--- src/hw/sckm_regs.svh ---
// Purpose: constants for the system clock and mode control block
// Assumes: 100 MHz control clock
// Notes:   oscillators are modelled as enable levels and clock enables
`ifndef SCKM_REGS_SVH
`define SCKM_REGS_SVH
`define SCKM_SEL_W          3
`define SCKM_SEL_SUB        3'h7
`define SCKM_SEL_RESET      3'h7
`define SCKM_FAST_OSC_HZ    8000000
`define SCKM_SLOW_OSC_HZ    32000
`define SCKM_SYS_CLK_HZ     100000000
`define SCKM_STABLE_US      16
`define SCKM_STABLE_CYC     ((`SCKM_STABLE_US * `SCKM_SYS_CLK_HZ + 999999) / 1000000)
`define SCKM_FAST_HALF_CYC  ((`SCKM_SYS_CLK_HZ / `SCKM_FAST_OSC_HZ) / 2)
`define SCKM_SLOW_HALF_CYC  ((`SCKM_SYS_CLK_HZ / `SCKM_SLOW_OSC_HZ) / 2)
`endif

--- src/hw/sckm_pkg.sv ---
// Purpose: types for the system clock and mode control block
// Assumes: nothing
// Notes:   one-hot operating mode codes
package sckm_pkg;
   typedef enum logic [5:0] {
      SCKM_FAST       = 6'h01,
      SCKM_SLOW       = 6'h02,
      SCKM_SLEEP      = 6'h04,
      SCKM_IDLE_SUB   = 6'h08,
      SCKM_IDLE_BOTH  = 6'h10,
      SCKM_IDLE_HIGH  = 6'h20
   } sckm_mode_t;
endpackage

--- src/hw/sckm_top.sv ---
// Purpose: system clock source, divider and power mode control
// Assumes: clocks are produced as toggling levels registered on i_sys_clk
// Notes:   wake-up is a plain input; wake sources lie outside this block
//
// Behaviour
// Fast RC oscillator of 8 MHz, internal, sources the high clock.
// Slow RC oscillator of nominal 32 kHz sources the sub clock.
// Select codes 000 to 110 give high clock divided by 1 to 64.
// Select code 111 runs system clock from the sub clock, slow mode.
// In slow mode fast oscillator runs or stops per its enable bit.
// Six modes: fast, slow, sleep and three idle modes.
// Halt with both idle enables low enters sleep; system, high and sub clocks stop.
// In sleep slow oscillator runs only while watchdog is enabled.
// Halt with fast low, slow high: sub only, sysclk only for 111.
// Halt with both enables high: all clocks keep running.
// Halt with fast high, slow low: high only, sysclk for 000-110.
// Running modes keep sub clock and slow oscillator, feed watchdog.
// Stable flag clears on enable or frequency change, sets when stable.
// Clock switching never shortens a high phase; a low phase across a select switch can last only 3 i_sys_clk cycles.
// CPU gives one-cycle halt; idle enables sampled at that moment.
`timescale 1ns/100ps
`include "sckm_regs.svh"
module sckm_top
   import sckm_pkg::*;
#(
   parameter int STABLE_CYC    = `SCKM_STABLE_CYC,
   parameter int FAST_HALF_CYC = `SCKM_FAST_HALF_CYC,
   parameter int SLOW_HALF_CYC = `SCKM_SLOW_HALF_CYC
) (
   // Clock, reset, enable
   input  wire logic                   i_sys_clk,
   input  wire logic                   i_srst,
   input  wire logic                   i_ce,
   // Control bits
   input  wire logic [`SCKM_SEL_W-1:0] i_sysclk_select,
   input  wire logic                   i_fast_osc_enable,
   input  wire logic                   i_fast_freq_change,
   input  wire logic                   i_fast_idle_enable,
   input  wire logic                   i_slow_idle_enable,
   input  wire logic                   i_watchdog_enable,
   // CPU events
   input  wire logic                   i_halt,
   input  wire logic                   i_wake,
   // Clocks out
   output logic                        o_system_clock,
   output logic                        o_high_clock,
   output logic                        o_sub_clock,
   output logic                        o_slow_osc_clock,
   // Status
   output logic                        o_fast_rc_osc_on,
   output logic                        o_slow_rc_osc_on,
   output logic                        o_fast_osc_stable_flag,
   output logic                        o_cpu_run,
   output sckm_mode_t                  o_mode
);
   initial begin
      if (STABLE_CYC < 1 || FAST_HALF_CYC < 1 || SLOW_HALF_CYC < 1
          || STABLE_CYC > 65535 || FAST_HALF_CYC > 65535 || SLOW_HALF_CYC > 65535) begin
         $error("sckm_top: counts must lie between 1 and 65535");
      end
   end

   // ======================================================
   // Mode control
   sckm_mode_t mode;
   logic       halted;
   logic       sub_sel;
   assign halted  = !(mode == SCKM_FAST || mode == SCKM_SLOW);
   assign sub_sel = (i_sysclk_select == `SCKM_SEL_SUB);

   always_ff @(posedge i_sys_clk) begin
      if (i_srst) begin
         mode <= SCKM_SLOW;
      end else if (i_ce) begin
         if (!halted && i_halt) begin
            unique case ({i_fast_idle_enable, i_slow_idle_enable})
               2'b00: mode <= SCKM_SLEEP;
               2'b01: mode <= SCKM_IDLE_SUB;
               2'b11: mode <= SCKM_IDLE_BOTH;
               2'b10: mode <= SCKM_IDLE_HIGH;
            endcase
         end else if (halted ? i_wake : 1'b1) begin
            mode <= sub_sel ? SCKM_SLOW : SCKM_FAST;
         end
      end
   end

   // ======================================================
   // Oscillator enables
   logic next_fast_on;
   logic next_slow_on;
   always_comb begin
      unique case (mode)
         SCKM_FAST:      next_fast_on = 1'b1;
         SCKM_SLOW:      next_fast_on = i_fast_osc_enable;
         SCKM_IDLE_BOTH: next_fast_on = 1'b1;
         SCKM_IDLE_HIGH: next_fast_on = 1'b1;
         default:        next_fast_on = 1'b0;
      endcase
      next_slow_on = (mode == SCKM_SLEEP) ? i_watchdog_enable : 1'b1;
   end

   logic fast_on_q;
   logic [15:0] stab_cnt;
   always_ff @(posedge i_sys_clk) begin
      if (i_srst) begin
         fast_on_q              <= 1'b0;
         stab_cnt               <= 16'h0000;
         o_fast_osc_stable_flag <= 1'b0;
      end else if (i_ce) begin
         fast_on_q <= next_fast_on;
         if ((next_fast_on && !fast_on_q) || i_fast_freq_change || !next_fast_on) begin
            stab_cnt               <= 16'h0000;
            o_fast_osc_stable_flag <= 1'b0;
         end else if (!o_fast_osc_stable_flag) begin
            if (int'(stab_cnt) >= STABLE_CYC - 1) begin
               o_fast_osc_stable_flag <= 1'b1;
            end else begin
               stab_cnt <= stab_cnt + 16'h0001;
            end
         end
      end
   end

   // ======================================================
   // Oscillator models as toggling enables
   logic [15:0] fast_cnt;
   logic [15:0] slow_cnt;
   logic        fast_osc;
   logic        slow_osc;
   logic        fast_tick;
   logic        slow_tick;
   logic        fast_run;
   // A fast high half always completes, so a fast stop never leaves a short pulse
   assign fast_run  = (fast_on_q && o_fast_osc_stable_flag) || fast_osc;
   assign fast_tick = fast_run && (int'(fast_cnt) == FAST_HALF_CYC - 1);
   assign slow_tick = o_slow_rc_osc_on && (int'(slow_cnt) == SLOW_HALF_CYC - 1);

   always_ff @(posedge i_sys_clk) begin
      if (i_srst) begin
         fast_cnt <= 16'h0000;
         fast_osc <= 1'b0;
      end else if (i_ce) begin
         if (!fast_run || fast_tick) begin
            fast_cnt <= 16'h0000;
         end else begin
            fast_cnt <= fast_cnt + 16'h0001;
         end
         if (fast_tick) begin
            fast_osc <= !fast_osc;
         end
      end
   end

   always_ff @(posedge i_sys_clk) begin
      if (i_srst) begin
         slow_cnt <= 16'h0000;
         slow_osc <= 1'b0;
      end else if (i_ce) begin
         if (!o_slow_rc_osc_on || slow_tick) begin
            slow_cnt <= 16'h0000;
         end else begin
            slow_cnt <= slow_cnt + 16'h0001;
         end
         if (!o_slow_rc_osc_on) begin
            slow_osc <= 1'b0;
         end else if (slow_tick) begin
            slow_osc <= !slow_osc;
         end
      end
   end

   // ======================================================
   // High clock divider chain
   logic [5:0] div_cnt;
   logic       fast_rise;
   assign fast_rise = fast_tick && !fast_osc;
   always_ff @(posedge i_sys_clk) begin
      if (i_srst) begin
         div_cnt <= 6'h00;
      end else if (i_ce && fast_rise) begin
         div_cnt <= div_cnt + 6'h01;
      end
   end

   function automatic logic div_tap(input logic [2:0] sel, input logic [5:0] cnt,
                                    input logic osc);
      div_tap = (sel == 3'h0) ? osc : cnt[sel - 3'h1];
   endfunction

   // ======================================================
   // Glitch-free system clock switch, changes only while low
   logic [2:0] cur_sel;
   logic       cand;
   logic       cand_q;
   logic       sys_gate;
   assign cand = (cur_sel == `SCKM_SEL_SUB) ? slow_osc
                 : div_tap(cur_sel, div_cnt, fast_osc);
   always_comb begin
      unique case (mode)
         SCKM_SLEEP:     sys_gate = 1'b0;
         SCKM_IDLE_SUB:  sys_gate = (cur_sel == `SCKM_SEL_SUB);
         SCKM_IDLE_HIGH: sys_gate = (cur_sel != `SCKM_SEL_SUB);
         default:        sys_gate = 1'b1;
      endcase
   end

   always_ff @(posedge i_sys_clk) begin
      if (i_srst) begin
         cur_sel        <= `SCKM_SEL_RESET;
         cand_q         <= 1'b1;
         o_system_clock <= 1'b0;
      end else if (i_ce) begin
         if (!o_system_clock && cur_sel != i_sysclk_select) begin
            cur_sel <= i_sysclk_select;
            cand_q  <= 1'b1;
         end else begin
            cand_q <= cand;
            // Rise only on a source rising edge, fall with the source
            if (o_system_clock) begin
               o_system_clock <= cand;
            end else begin
               o_system_clock <= cand && !cand_q && sys_gate;
            end
         end
      end
   end

   // Phase length watch for the switch
   logic [15:0] sys_phase_cnt;
   logic        sys_clk_q;
   always_ff @(posedge i_sys_clk) begin
      if (i_srst) begin
         sys_phase_cnt <= 16'hffff;
         sys_clk_q     <= 1'b0;
      end else if (i_ce) begin
         sys_clk_q <= o_system_clock;
         if (o_system_clock != sys_clk_q) begin
            sys_phase_cnt <= 16'h0001;
         end else if (sys_phase_cnt != 16'hffff) begin
            sys_phase_cnt <= sys_phase_cnt + 16'h0001;
         end
      end
   end

   // ======================================================
   // Peripheral clocks and status outputs
   always_ff @(posedge i_sys_clk) begin
      if (i_srst) begin
         o_high_clock     <= 1'b0;
         o_sub_clock      <= 1'b0;
         o_slow_osc_clock <= 1'b0;
         o_fast_rc_osc_on <= 1'b0;
         o_slow_rc_osc_on <= 1'b1;
         o_cpu_run        <= 1'b0;
         o_mode           <= SCKM_SLOW;
      end else if (i_ce) begin
         o_high_clock     <= fast_osc;
         o_sub_clock      <= slow_osc && (mode != SCKM_SLEEP)
                             && (mode != SCKM_IDLE_HIGH);
         o_slow_osc_clock <= slow_osc;
         o_fast_rc_osc_on <= next_fast_on;
         o_slow_rc_osc_on <= next_slow_on;
         o_cpu_run        <= !halted;
         o_mode           <= mode;
      end
   end

   // ======================================================
   // Checks
   chk_sleep_entry: assert property (@(posedge i_sys_clk) disable iff (i_srst)
      i_ce && !halted && i_halt && !i_fast_idle_enable && !i_slow_idle_enable
      |=> mode == SCKM_SLEEP) else $error("sleep not entered");
   chk_idle_sub: assert property (@(posedge i_sys_clk) disable iff (i_srst)
      i_ce && !halted && i_halt && !i_fast_idle_enable && i_slow_idle_enable
      |=> mode == SCKM_IDLE_SUB) else $error("idle sub not entered");
   chk_idle_both: assert property (@(posedge i_sys_clk) disable iff (i_srst)
      i_ce && !halted && i_halt && i_fast_idle_enable && i_slow_idle_enable
      |=> mode == SCKM_IDLE_BOTH) else $error("idle both not entered");
   chk_idle_high: assert property (@(posedge i_sys_clk) disable iff (i_srst)
      i_ce && !halted && i_halt && i_fast_idle_enable && !i_slow_idle_enable
      |=> mode == SCKM_IDLE_HIGH) else $error("idle high not entered");
   chk_sleep_slow_osc: assert property (@(posedge i_sys_clk) disable iff (i_srst)
      i_ce && mode == SCKM_SLEEP |=> o_slow_rc_osc_on == $past(i_watchdog_enable))
      else $error("slow osc wrong in sleep");
   chk_run_slow_osc: assert property (@(posedge i_sys_clk) disable iff (i_srst)
      i_ce && !halted |=> o_slow_rc_osc_on) else $error("slow osc off while running");
   chk_stable_clear: assert property (@(posedge i_sys_clk) disable iff (i_srst)
      i_ce && i_fast_freq_change |=> !o_fast_osc_stable_flag)
      else $error("stable flag not cleared");
   chk_sleep_sysclk: assert property (@(posedge i_sys_clk) disable iff (i_srst)
      i_ce && mode == SCKM_SLEEP && !o_system_clock |=> !o_system_clock)
      else $error("system clock runs in sleep");
   chk_sys_min_phase: assert property (@(posedge i_sys_clk) disable iff (i_srst)
      i_ce && o_system_clock != sys_clk_q |-> int'(sys_phase_cnt) >= FAST_HALF_CYC)
      else $error("system clock phase shortened");
   chk_idle_high_sub: assert property (@(posedge i_sys_clk) disable iff (i_srst)
      i_ce && mode == SCKM_IDLE_HIGH |=> !o_sub_clock)
      else $error("sub clock runs in idle high");
   chk_halt_held: assert property (@(posedge i_sys_clk) disable iff (i_srst)
      i_ce && halted && !i_wake |=> mode == $past(mode))
      else $error("halted mode left without wake");
   chk_slow_fast_osc: assert property (@(posedge i_sys_clk) disable iff (i_srst)
      i_ce && mode == SCKM_SLOW |=> o_fast_rc_osc_on == $past(i_fast_osc_enable))
      else $error("fast osc enable ignored in slow mode");
   cov_sleep: cover property (@(posedge i_sys_clk) mode == SCKM_SLEEP);
   cov_idle_both: cover property (@(posedge i_sys_clk) mode == SCKM_IDLE_BOTH);
   cov_fast_run: cover property (@(posedge i_sys_clk) mode == SCKM_FAST && o_system_clock);
   cov_stable: cover property (@(posedge i_sys_clk) $rose(o_fast_osc_stable_flag));
   cov_idle_sub: cover property (@(posedge i_sys_clk) mode == SCKM_IDLE_SUB);
endmodule

--- config.mk ---
export PLATFORM = sky130hd
export DESIGN_NAME = sckm_top
export DESIGN_NICKNAME = d
export VERILOG_FILES = /design/src/hw/sckm_pkg.sv /design/src/hw/sckm_top.sv
export VERILOG_INCLUDE_DIRS = /design/src /design/src/hw
export SDC_FILE = /design/constraint.sdc
export NUM_CORES = 1
export LEC_CHECK = 0
export BUFFER_PORTS_ARGS = -buffer_cell sky130_fd_sc_hd__buf_2
export CAP_MARGIN = 20
export CORE_ASPECT_RATIO = 0.9
export CORE_MARGIN = 8
export CORE_UTILIZATION = 54
export DETAILED_ROUTE_END_ITERATION = 16
export GPL_TIMING_DRIVEN = 0
export PLACE_DENSITY = 0.77
export SLEW_MARGIN = 10
export SYNTH_ARGS = -nofsm -noshare
export SYNTH_HDL_FRONTEND = slang
export SYNTH_SLANG_ARGS = --single-unit
--- constraint.sdc ---
create_clock -name i_sys_clk -period 1.8 [get_ports i_sys_clk]
set_clock_uncertainty 0.2 [all_clocks]
set_input_delay 0.36 -clock i_sys_clk [delete_from_list [all_inputs] [get_ports i_sys_clk]]
set_output_delay 0.36 -clock i_sys_clk [all_outputs]
set_load 0.05 [all_outputs]
**Word level (Yosys, flattened, before mapping)**

Index checks and enable logic that the tools add are counted.
Widths: inputs -> output; s select.

- Output and inout port bits: 14
- Bits of input ports: 13
- Word-level logic and storage cells: 106
- Register bits: 80

- Add/sub/neg operators: 5
- Muxes and demuxes: 24
- Eq/ne operators: 20
- Bitwise gates (word level): 1
- Reductions and logical operators: 36
- Magnitude comparators: 2

Operators with widths:

| cell | count |
|---|---|
| $mux 16 | 5 |
| $add 16x1->16 const B | 3 |
| $pmux 6 s4 | 1 |
| $eq 16x12->1 const B | 1 |
| $eq 16x4->1 const B | 1 |
| $ge 16x11->1 const B | 1 |
| $logic_and 1x1->1 | 12 |
| $mux 1 | 12 |
| $mux 6 | 2 |
| $reduce_and 2->1 | 5 |
| $logic_not 1->1 | 8 |
| $add 6x1->6 const B | 1 |
| $eq 3x3->1 const B | 2 |
| $eq 6x1->1 const B | 1 |
| $eq 6x2->1 const B | 1 |
| $eq 6x3->1 const B | 1 |
| $eq 6x4->1 const B | 1 |
| $eq 6x5->1 const B | 1 |
| $eq 6x6->1 const B | 1 |
| $logic_or 1x1->1 | 6 |
| $ne 6x3->1 const B | 1 |
| $ne 6x6->1 const B | 1 |
| $eq 2x2->1 const B | 2 |
| $lt 3x4->1 const B | 1 |
| 16 further kinds | 17 |

**Logic depth before layout (Yosys ltp)**

Gate-level depths: netlist of run 1.

- Word-level depth: 8
- Mapped depth: 8
- Gate-level depth less buffers: 6

**Worst setup path after synthesis of run 1**

OpenSTA, ideal clock, no wires.

- Path type: reg2reg
- Start: register o_fast_osc_stable_flag
- End: register div_cnt[5]
- Data required time: 1.479 ns
- Clock period less this slack: 2.188 ns
- Buffers on the path: 0
- Stages on the path, launching flop included: 5
- Path slack: -0.388 ns
- Library setup time: 0.121 ns
- Arrival: 1.867 ns
- Path through: dfxtp_1 -> nand2_1 -> or4_1 -> nor3_1 -> mux2_2

- Cells in the longest elaborated chain, start to end: 5

RTL lines:

| what | RTL line | source |
|---|---|---|
| start, declared | sckm_top.sv:52 | `output logic o_fast_osc_stable_flag,` |
| start signal, assigned | sckm_top.sv:109 | `o_fast_osc_stable_flag <= 1'b0;` |
| start signal, assigned | sckm_top.sv:114 | `o_fast_osc_stable_flag <= 1'b0;` |
| start signal, assigned | sckm_top.sv:117 | `o_fast_osc_stable_flag <= 1'b1;` |
| $logic_and 1x1->1 | sckm_top.sv:135 | `assign fast_run = (fast_on_q && o_fast_osc_stable_flag) \|\| fast_osc;` |
| $logic_or 1x1->1 | sckm_top.sv:135 |  |
| $logic_and 1x1->1 | sckm_top.sv:136 | `assign fast_tick = fast_run && (int'(fast_cnt) == FAST_HALF_CYC - 1);` |
| $logic_and 1x1->1 | sckm_top.sv:177 | `assign fast_rise = fast_tick && !fast_osc;` |
| $logic_and 1x1->1 | sckm_top.sv:181 | `end else if (i_ce && fast_rise) begin` |
| end signal, assigned | sckm_top.sv:182 | `div_cnt <= div_cnt + 6'h01;` |
| end, declared | sckm_top.sv:175 | `logic [5:0] div_cnt;` |

No other way between the ends.
A chain may end at the register's enable or synchronous reset.

**Worst setup path after layout of run 1**

- Start: register fast_cnt[1]
- End: register div_cnt[0]

- Cells in the longest elaborated chain, start to end: 4

RTL lines:

| what | RTL line | source |
|---|---|---|
| start, declared | sckm_top.sv:127 | `logic [15:0] fast_cnt;` |
| start signal, assigned | sckm_top.sv:147 | `fast_cnt <= fast_cnt + 16'h0001;` |
| $eq 16x4->1 | sckm_top.sv:136 |  |
| $logic_and 1x1->1 | sckm_top.sv:136 |  |
| $logic_and 1x1->1 | sckm_top.sv:177 |  |
| $logic_and 1x1->1 | sckm_top.sv:181 |  |

No other way between the ends.

==> results of run 1 <==
-- metrics by stage --
step                      instance area [sq um]  power, mW  instances    util
final                                      5185      3.378        631  0.7012
after global routing                       5185      3.524        631  0.7012
after CTS                                  4931      3.343        622  0.6668
after detailed placement                   4328      2.198        584  0.5853
after global placement                     4328      2.190        584  0.5853
after floorplan                            4083      2.105        463       -
-- state kept, by name, indices dropped and copies added (netlist names), 3 cells and up --
signal	count
mode	6
div_cnt	6
fast_cnt	16
o_mode	6
slow_cnt	16
stab_cnt	16
cur_sel	3
-- logic make-up after synthesis --
family | count (synthesis) | synth area share
AO/OA/AOI/OAI | 89 | 0.1435
multiplexers | 14 | 0.03851
adder cells (fa/ha/maj) | 9 | 0.02795
flip-flops | 80 | 0.3975
XOR/XNOR | 27 | 0.05870
AND/OR/NAND/NOR | 203 | 0.2925
buffers and inverters | 41 | 0.04130
-- layout make-up --
| class | instances | area (sq um) |
|---|---|---|
| Buffer | 24 | 148.9 |
| Clock buffer | 13 | 148.9 |
| Clock inverter | 1 | 5.005 |
| Fill cell | 557 | 2210 |
| Inverter | 14 | 52.55 |
| Multi-Input combinational cell | 342 | 2605 |
| Sequential cell | 80 | 1678 |
| Tap cell | 96 | 120.1 |
| Timing Repair Buffer | 61 | 426.7 |
-- Yosys cell counts (all sizes together), types with 14 or more instances --
master / n
dfxtp: 80
nor2: 42
nand2: 33
a21oi: 28
nor3: 21
nand3: 16
o21ai: 16
nand4: 15
clkbuf: 14
inv: 14
xnor2: 14
-- worst paths after layout --
| kind | slack [ns] | startpoint | endpoint |
|---|---|---|---|
| worst max register to register | -0.18 | fast_cnt[1]$_SDFFE_PP0P_ | div_cnt[0]$_SDFFE_PP0P_ |
| worst max-delay path | -0.18 | fast_cnt[1]$_SDFFE_PP0P_ | div_cnt[0]$_SDFFE_PP0P_ |
| worst min register to register | 0.27 | stab_cnt[14]$_SDFFE_PP0P_ | stab_cnt[14]$_SDFFE_PP0P_ |
| worst min-delay path | 0.09 | i_sysclk_select[1] | cur_sel[1]$_SDFFE_PP1P_ |
-- worst max-delay path: stages, from the launching register on --
cell,delay [ns]
dfxtp_2,0.34
inv_2,0.06
ha_4,0.11
nor4b_4,0.24
nand4_1,0.20
buf_6,0.18
or4_1,0.46
a21oi_1,0.12
-- per-layer routing --
layer / global-route usage / routed length (um) / vias up
li1: - / - / 1833
met1: 0.2535 / 4883 / 1808
met2: 0.3200 / 5080 / 92
met3: 0.04213 / 537 / 11
met4: 0.05838 / 130 / 0
met5: 0 / 0 / -
-- timing repair --
action	4_1_cts	5_1_grt
hold buffers	0	0
setup buffers	25	9
gates cloned	1	1
setup endpoints to repair	61	68
gates resized for setup	74	50
pin swaps	30	22
-- report_power, final --
group | switching (mW) | internal (mW) | total [mW]
clock | 0.605 | 0.524 | 1.13
combinational | 0.250 | 0.178 | 0.427
sequential | 0.0370 | 1.79 | 1.82
==> impl_metrics.ini, run 1 <==
[outcome]
outcome = finished, violations left
violations = setup timing

[final_layout]
drive_above_1_share = 0.3477
nets = 554
mostFrequentLayoutCells = dfxtp_1 (49), nor2_1 (41), nand2_1 (32)
area_delta_synth_final_pct = 28.70
final_common_cell = dfxtp_1
diodes = 0

[placed_design]
port_buffers = 25
dp_slack_ns = -0.5612
dp.final_hpwl_mm = 6.620
routabilityCongestion = 0.8298

[critical_path]
endpoint_kind = flop
worstSetupStartpointType = flop
arrival_ns = 2.06
worstPathMaxFanout = 4
ff2ff_path_depth = 7
worstSetupPathType = flop to flop
cp.required_ns = 1.88

[grt]
grt_pass1_vias = 3578
grt_util_all_layers = 0.1969
grt_pass1_wl_mm = 17.12
grt_max_degree = 12
grt_overflow = 0
antenna_found_initial = 0

[drt]
drtIter0Drc = 166
ant_nets = 0
wire_per_inst_um = 16.85
num_vias = 3744
dr.pass1.iters = 4
wirelength_mm = 10.63
route.detailed.drc = 0
viasPerCell = 5.933

[job]
maxCapViolations = 0

[clocking]
path_clk_slew_ns = 0.07
root_buffer = clkbuf_8
cts_tree = done
cts_buffers = 9
clk_latency_ns = 0.35
cts_sinks = 80
cts_buffer_depth = 2
htreeDepth = 3

[die]
start_util = 0.5448
die_w_um = 107.1
core_area_sq_um = 7395
row_count = 30
io_pins = 27
die_y_um = 97.95
dieArea_sq_um = 10490

[yosys]
synth-seq-cells = 80
synthTopCellsByArea = dfxtp_1 (40%), nor2_1 (3.9%), a21oi_1 (3.5%)
ys_seq_area_frac = 0.3975
synth_ff_type = dfxtp_1
synthesis.nets = 485
syn_area_sq_um = 4029
synthDistinctLibCells = 61
synth_top_area_frac = 0.3975
synth-warning-count = 0
synth_top_area_cell = dfxtp_1
syn_avg_cell_area_sq_um = 8.702
synth_edf_count = 0
async_flop_share = 0
synthCells = 463

[sta]
clock.fmax_ghz = 0.5046
rsz0062_at_grt = yes
whs_ns = 0.08739
finalCritPeriodShare = 1.101
min_period_ns = 1.982
tightest_slew_ns = 0.7044
slew_headroom = 0.5304
finalSetupViolCount = 25
hold_viol = 0
tns_ns = -2.012
setup_slack_ns = -0.1817
drv_slew = 0

[power]
peakVddDrop_uv = 571.4
p_leak_nw = 1.872
power_density_nw_per_um2 = 651.6

[worst_hold_path]
holdCritPathClass = input pin to flop
hold_depth = 3
No activity file was read; power rests on OpenSTA's default activity.
==> run 2, diff against run 1 <==
--- a/config.mk
+++ b/config.mk
@@ -10,10 +10,10 @@
 export CAP_MARGIN = 20
 export CORE_ASPECT_RATIO = 0.9
 export CORE_MARGIN = 8
-export CORE_UTILIZATION = 54
+export CORE_UTILIZATION = 60
 export DETAILED_ROUTE_END_ITERATION = 16
 export GPL_TIMING_DRIVEN = 0
-export PLACE_DENSITY = 0.77
+export PLACE_DENSITY = 0.81
 export SLEW_MARGIN = 10
 export SYNTH_ARGS = -nofsm -noshare
 export SYNTH_HDL_FRONTEND = slang
==> constraint.sdc (replaced) <==
create_clock -name i_sys_clk -period 2.2 [get_ports i_sys_clk]
set_clock_uncertainty 0.2 [all_clocks]
set_input_delay 0.44 -clock i_sys_clk [delete_from_list [all_inputs] [get_ports i_sys_clk]]
set_output_delay 0.44 -clock i_sys_clk [all_outputs]
set_load 0.05 [all_outputs]
==> impl_metrics.ini, run 2 (synthesis gave the netlist of run 1 again) <==
[outcome]
outcome = complete, no violations

[drt]
dr.pass1.iters = 4
wirelength_mm = 9.079
drtIter0Drc = 169
num_vias = 3510
ant_nets = 0
viasPerCell = 5.899
route.detailed.drc = 0
wire_per_inst_um = 15.26

[sta]
hold_viol = 0
setup_slack_ns = 0.1198
min_period_ns = 2.080
rsz0062_at_grt = no
drv_slew = 0
whs_ns = 0.1419
clock.fmax_ghz = 0.4807
tns_ns = 0
tightest_slew_ns = 0.7026
finalSetupViolCount = 0
finalCritPeriodShare = 0.9455
slew_headroom = 0.5316

[grt]
antenna_found_initial = 0
grt_pass1_wl_mm = 15.68
grt_max_degree = 15
grt_pass1_vias = 3493
grt_util_all_layers = 0.2015
grt_overflow = 0

[die]
core_area_sq_um = 6551
start_util = 0.6150
dieArea_sq_um = 9597
die_w_um = 102.4
row_count = 28
io_pins = 27
die_y_um = 93.74

[final_layout]
drive_above_1_share = 0.1525
fillers = 529
diodes = 0
area_delta_synth_final_pct = 12.48
final_common_cell = dfxtp_1
nets = 522
design_area_sq_um = 4532
utilization = 0.6917
ff_latch_area_sq_um = 1604
mostFrequentLayoutCells = dfxtp_1 (78), nor2_1 (42), nand2_1 (33)
multiInputGateArea_sq_um = 2293
reg_top3 = fast_cnt: 16 flops, slow_cnt: 16 flops, stab_cnt: 16 flops

[placed_design]
dp_slack_ns = -0.2591
place_area_sq_um = 4267
port_buffers = 25
routabilityCongestion = 0.8787
dp.final_hpwl_mm = 6.527

[power]
switching_share = 0.2591
p_leak_nw = 1.623
p_clk_frac = 0.391
p_sw_mw = 0.7550
pwr-share-seq = 0.514
power_density_nw_per_um2 = 643.0
internal_power_mw = 2.159
pwr-share-comb = 0.095
peakVddDrop_uv = 434.9

[worst_hold_path]
hp-start = i_sysclk_select[1]
hold_depth = 3
holdCritPathClass = input pin to flop

[job]
maxCapViolations = 0

[critical_path]
crit-reg2reg-launch = mode[2]$_SDFFE_PP0P_
worstSetupPathType = flop to flop
arrival_ns = 2.16
critPathLaunch = mode[2]$_SDFFE_PP0P_
cp.required_ns = 2.28
worstSetupStartpointType = flop
worstPathMaxFanout = 10
endpoint_kind = flop
ff2ff_path_depth = 6

[clocking]
path_clk_slew_ns = 0.09
cts_buffers = 9
cts_sinks = 80
hold_buffers = 0
root_buffer = clkbuf_8
clk_latency_ns = 0.36
cts_buffer_depth = 2
htreeDepth = 3
cts_tree = done
==> run 2: cell types whose count changed in the layout (fill, tap and decap cells not counted), moves of 4 or more <==
cell	delta
nor3_1	+4
ha_1	+6
dfxtp_1	+29
buf_4	-26
dfxtp_4	-15
buf_6	-9
ha_4	-4
o31ai_2	-4
dfxtp_2	-14
o31ai_1	+4
==> run 2: routing by layer <==
layer / wire length (um) / share of wire / track usage / vias up
li1: - / - / - / 1772
met1: 4238 / 0.47 / 0.2444 / 1672
met2: 4417 / 0.49 / 0.3369 / 60
met3: 355 / 0.039 / 0.04519 / 6
met4: 68 / 0.0075 / 0.07937 / 0
met5: 0 / 0 / 0 / -
==> run 2: per-stage QoR <==
step | std cells | total power, mW
floorplan | 463 | 1.720
global placement | 578 | 1.790
detailed placement | 578 | 1.799
CTS | 594 | 2.937
global route | 595 | 3.022
finish | 595 | 2.914
==> run 2: worst paths after layout <==
path	to	slack (ns)
worst min-delay path	cur_sel[1]$_SDFFE_PP1P_	0.14
worst min register to register	stab_cnt[12]$_SDFFE_PP0P_	0.24
worst max register to register	stab_cnt[9]$_SDFFE_PP0P_	0.12
worst max-delay path	stab_cnt[9]$_SDFFE_PP0P_	0.12
==> run 2: critical path, cell delays in order (launching register included) <==
cell and delay (ns):
dfxtp_1 0.31, buf_2 0.17, or4b_1 0.59, nor3_2 0.21
a22oi_2 0.17, buf_4 0.24, a21oi_1 0.13
==> run 2: final cells by class <==
cell class	instances	area share
multi-input combinational	342	0.5061
sequential	80	0.3539
clock buffer	11	0.03341
timing repair buffer	26	0.02927
buffer	27	0.02706
tap	90	0.02485
clock inverter	5	0.01380
inverter	14	0.01160
==> run 2: power by group through the flow <==
stage	clock [mW]	sequential [mW]	combinational, mW
6_report	1.14	1.50	0.276
5_1_grt	1.22	1.50	0.302
4_1_cts	1.17	1.50	0.272
3_5_place_dp	0	1.53	0.268
3_3_place_gp	0	1.53	0.260
2_1_floorplan	0	1.55	0.168
==> run 2: what timing repair did <==
item                       4_1_cts  5_1_grt
buffers inserted                 0        1
gates resized for setup          2       14
pin swaps                        0        1
setup endpoints to repair       14       34
==> run 3, diff against run 2 <==
--- a/config.mk
+++ b/config.mk
@@ -9,7 +9,6 @@
 export BUFFER_PORTS_ARGS = -buffer_cell sky130_fd_sc_hd__buf_2
 export CAP_MARGIN = 20
 export CORE_ASPECT_RATIO = 0.9
-export CORE_MARGIN = 8
 export CORE_UTILIZATION = 60
 export DETAILED_ROUTE_END_ITERATION = 16
 export GPL_TIMING_DRIVEN = 0
==> impl_metrics.ini, run 3 (synthesis gave the netlist of run 1 again) <==
[final_layout]
ff_latch_area_sq_um = 1603
nets = 522
diodes = 0
final_cells = 592
mostFrequentLayoutCells = dfxtp_1 (79), nor2_1 (42), buf_2 (33), nand2_1 (33), a21oi_1 (27)
final_common_cell = dfxtp_1
multiInputGateArea_sq_um = 2292
area_delta_synth_final_pct = 12.24
drive_above_1_share = 0.1465
fillers = 501
reg_top3 = fast_cnt: 16 flops, slow_cnt: 16 flops, stab_cnt: 16 flops

[die]
die_y_um = 79.74
die_w_um = 88.38
core_area_sq_um = 6284
io_pins = 27
start_util = 0.6412
row_count = 27
dieArea_sq_um = 7047

[drt]
dr_wl_met3_um = 499
wirelength_mm = 8.916
viasPerCell = 6.057
met2_length_mm = 4.246
wl_met1_mm = 4.006
ant_nets = 0
dr.pass1.iters = 4
highest_layer = met4
wire_per_inst_um = 15.06
route.detailed.drc = 0
num_vias = 3586
drtIter0Drc = 217

[sta]
finalCritPeriodShare = 0.9478
clock.fmax_ghz = 0.4796
hold_viol = 0
min_period_ns = 2.085
whs_ns = 0.1545
finalSetupViolCount = 0
tightest_slew_ns = 0.7300
setup_slack_ns = 0.1149
drv_slew = 0
rsz0062_at_grt = no
slew_headroom = 0.5134

[worst_hold_path]
hp-start = i_sysclk_select[2]
hold_end = cur_sel[2]$_SDFFE_PP1P_
holdCritPathClass = input pin to flop
hold_depth = 3

[clocking]
cts_buffers = 9
clk_latency_ns = 0.35
hold_buffers = 0
cts_sinks = 80
root_buffer = clkbuf_8
htreeDepth = 3
path_clk_slew_ns = 0.08
cts_tree = done
cts_buffer_depth = 2

[placed_design]
dp.final_hpwl_mm = 6.237
placed_cells = 575
port_buffers = 25
dp_slack_ns = -0.1857
routabilityCongestion = 0.8669

[critical_path]
worstSetupPathType = flop to flop
cp.required_ns = 2.27
worstPathMaxFanout = 10
crit-reg2reg-launch = mode[2]$_SDFFE_PP0P_
endpoint_kind = flop
crit_chain = buf_2 > or4b_1 > nor3_2 > a22oi_2 > buf_2 > a21oi_1
r2r_end = stab_cnt[9]$_SDFFE_PP0P_
rrSetupSlack_ns = 0.11
worstSetupStartpointType = flop
slowest_delay_ns = 0.57
ff2ff_path_depth = 6
crit_top_cell = buf_2
path_delay_family = simple AND/OR/NAND/NOR gates
slowest_stage = or4b_1
path_buf_inv = 2
arrival_ns = 2.16

[grt]
grt_overflow = 0
grt_util_all_layers = 0.2708
grt_pass1_wl_mm = 14.81
grt_pass1_vias = 3356
grt_max_degree = 14
antenna_found_initial = 0

[power]
p_leak_nw = 1.623
power_density_nw_per_um2 = 650.2
peakVddDrop_uv = 382.7

[job]
maxCapViolations = 0

[outcome]
outcome = complete, no violations
## run 3: worst max path at each step
| stage | start | end | slack, ns | depth (start not counted) |
|---|---|---|---|---|
| after detailed placement | i_ce | slow_cnt[12]$_SDFFE_PP0P_ | -0.19 | 7 |
| after global routing | cur_sel[0]$_SDFFE_PP1P_ | o_system_clock$_SDFFE_PP0P_ | 0.007 | 6 |
| final | mode[2]$_SDFFE_PP0P_ | stab_cnt[9]$_SDFFE_PP0P_ | 0.11 | 6 |
| after CTS | fast_cnt[0]$_SDFFE_PP0P_ | fast_cnt[14]$_SDFFE_PP0P_ | 0.02 | 7 |
| after global placement | i_ce | slow_cnt[13]$_SDFFE_PP0P_ | -0.16 | 7 |
| after floorplan | o_fast_osc_stable_flag$_SDFFE_PP0P_ | div_cnt[5]$_SDFFE_PP0P_ | 0.01 | 4 |
## run 3: worst register-to-register path: cells and delay by family (launching register included)
family	cells	cell delay [ns]
AOI/OAI and AO/OA	2	0.31
buffers and inverters	2	0.42
and+or+nand+nor	2	0.76
DFF	1	0.30
## run 3: cell type report
class | instances | area share
Buffer | 27 | 0.02656
Sequential cell | 80 | 0.3545
Multi-Input combinational cell | 342 | 0.5069
Tap cell | 87 | 0.02407
Clock inverter | 5 | 0.01799
Timing Repair Buffer | 26 | 0.02933
Inverter | 14 | 0.01162
Clock buffer | 11 | 0.02905
## run 3: per-layer routing
metal  GRT usage  vias to the layer above
met5           0                        -
met4      0.1194                        0
met3     0.06722                       19
met2      0.4523                       97
met1      0.3279                     1697
li1            -                     1773
## run 3: power breakdown
part	switching [mW]	leakage, nW	total (mW)	internal (mW)
Clock	0.524	0.104	1.16	0.640
Combinational	0.182	0.872	0.277	0.0951
Sequential	0.0282	0.648	1.50	1.47
## run 3: through the flow
step / cell area [sq um] / util / setup TNS [ns] / power, mW
6_report: 4522 / 0.7196 / 0 / 2.940
5_1_grt: 4522 / 0.7196 / 0 / 3.044
3_3_place_gp: 4263 / 0.6784 / -2.038 / 1.789
2_1_floorplan: 4029 / - / 0 / 1.720
4_1_cts: 4487 / 0.7141 / 0 / 2.953
3_5_place_dp: 4263 / 0.6784 / -2.822 / 1.798
## run 3: what timing repair did
item	CTS	global route
setup endpoints to repair	17	31
gates resized for setup	2	9
setup buffers	0	1
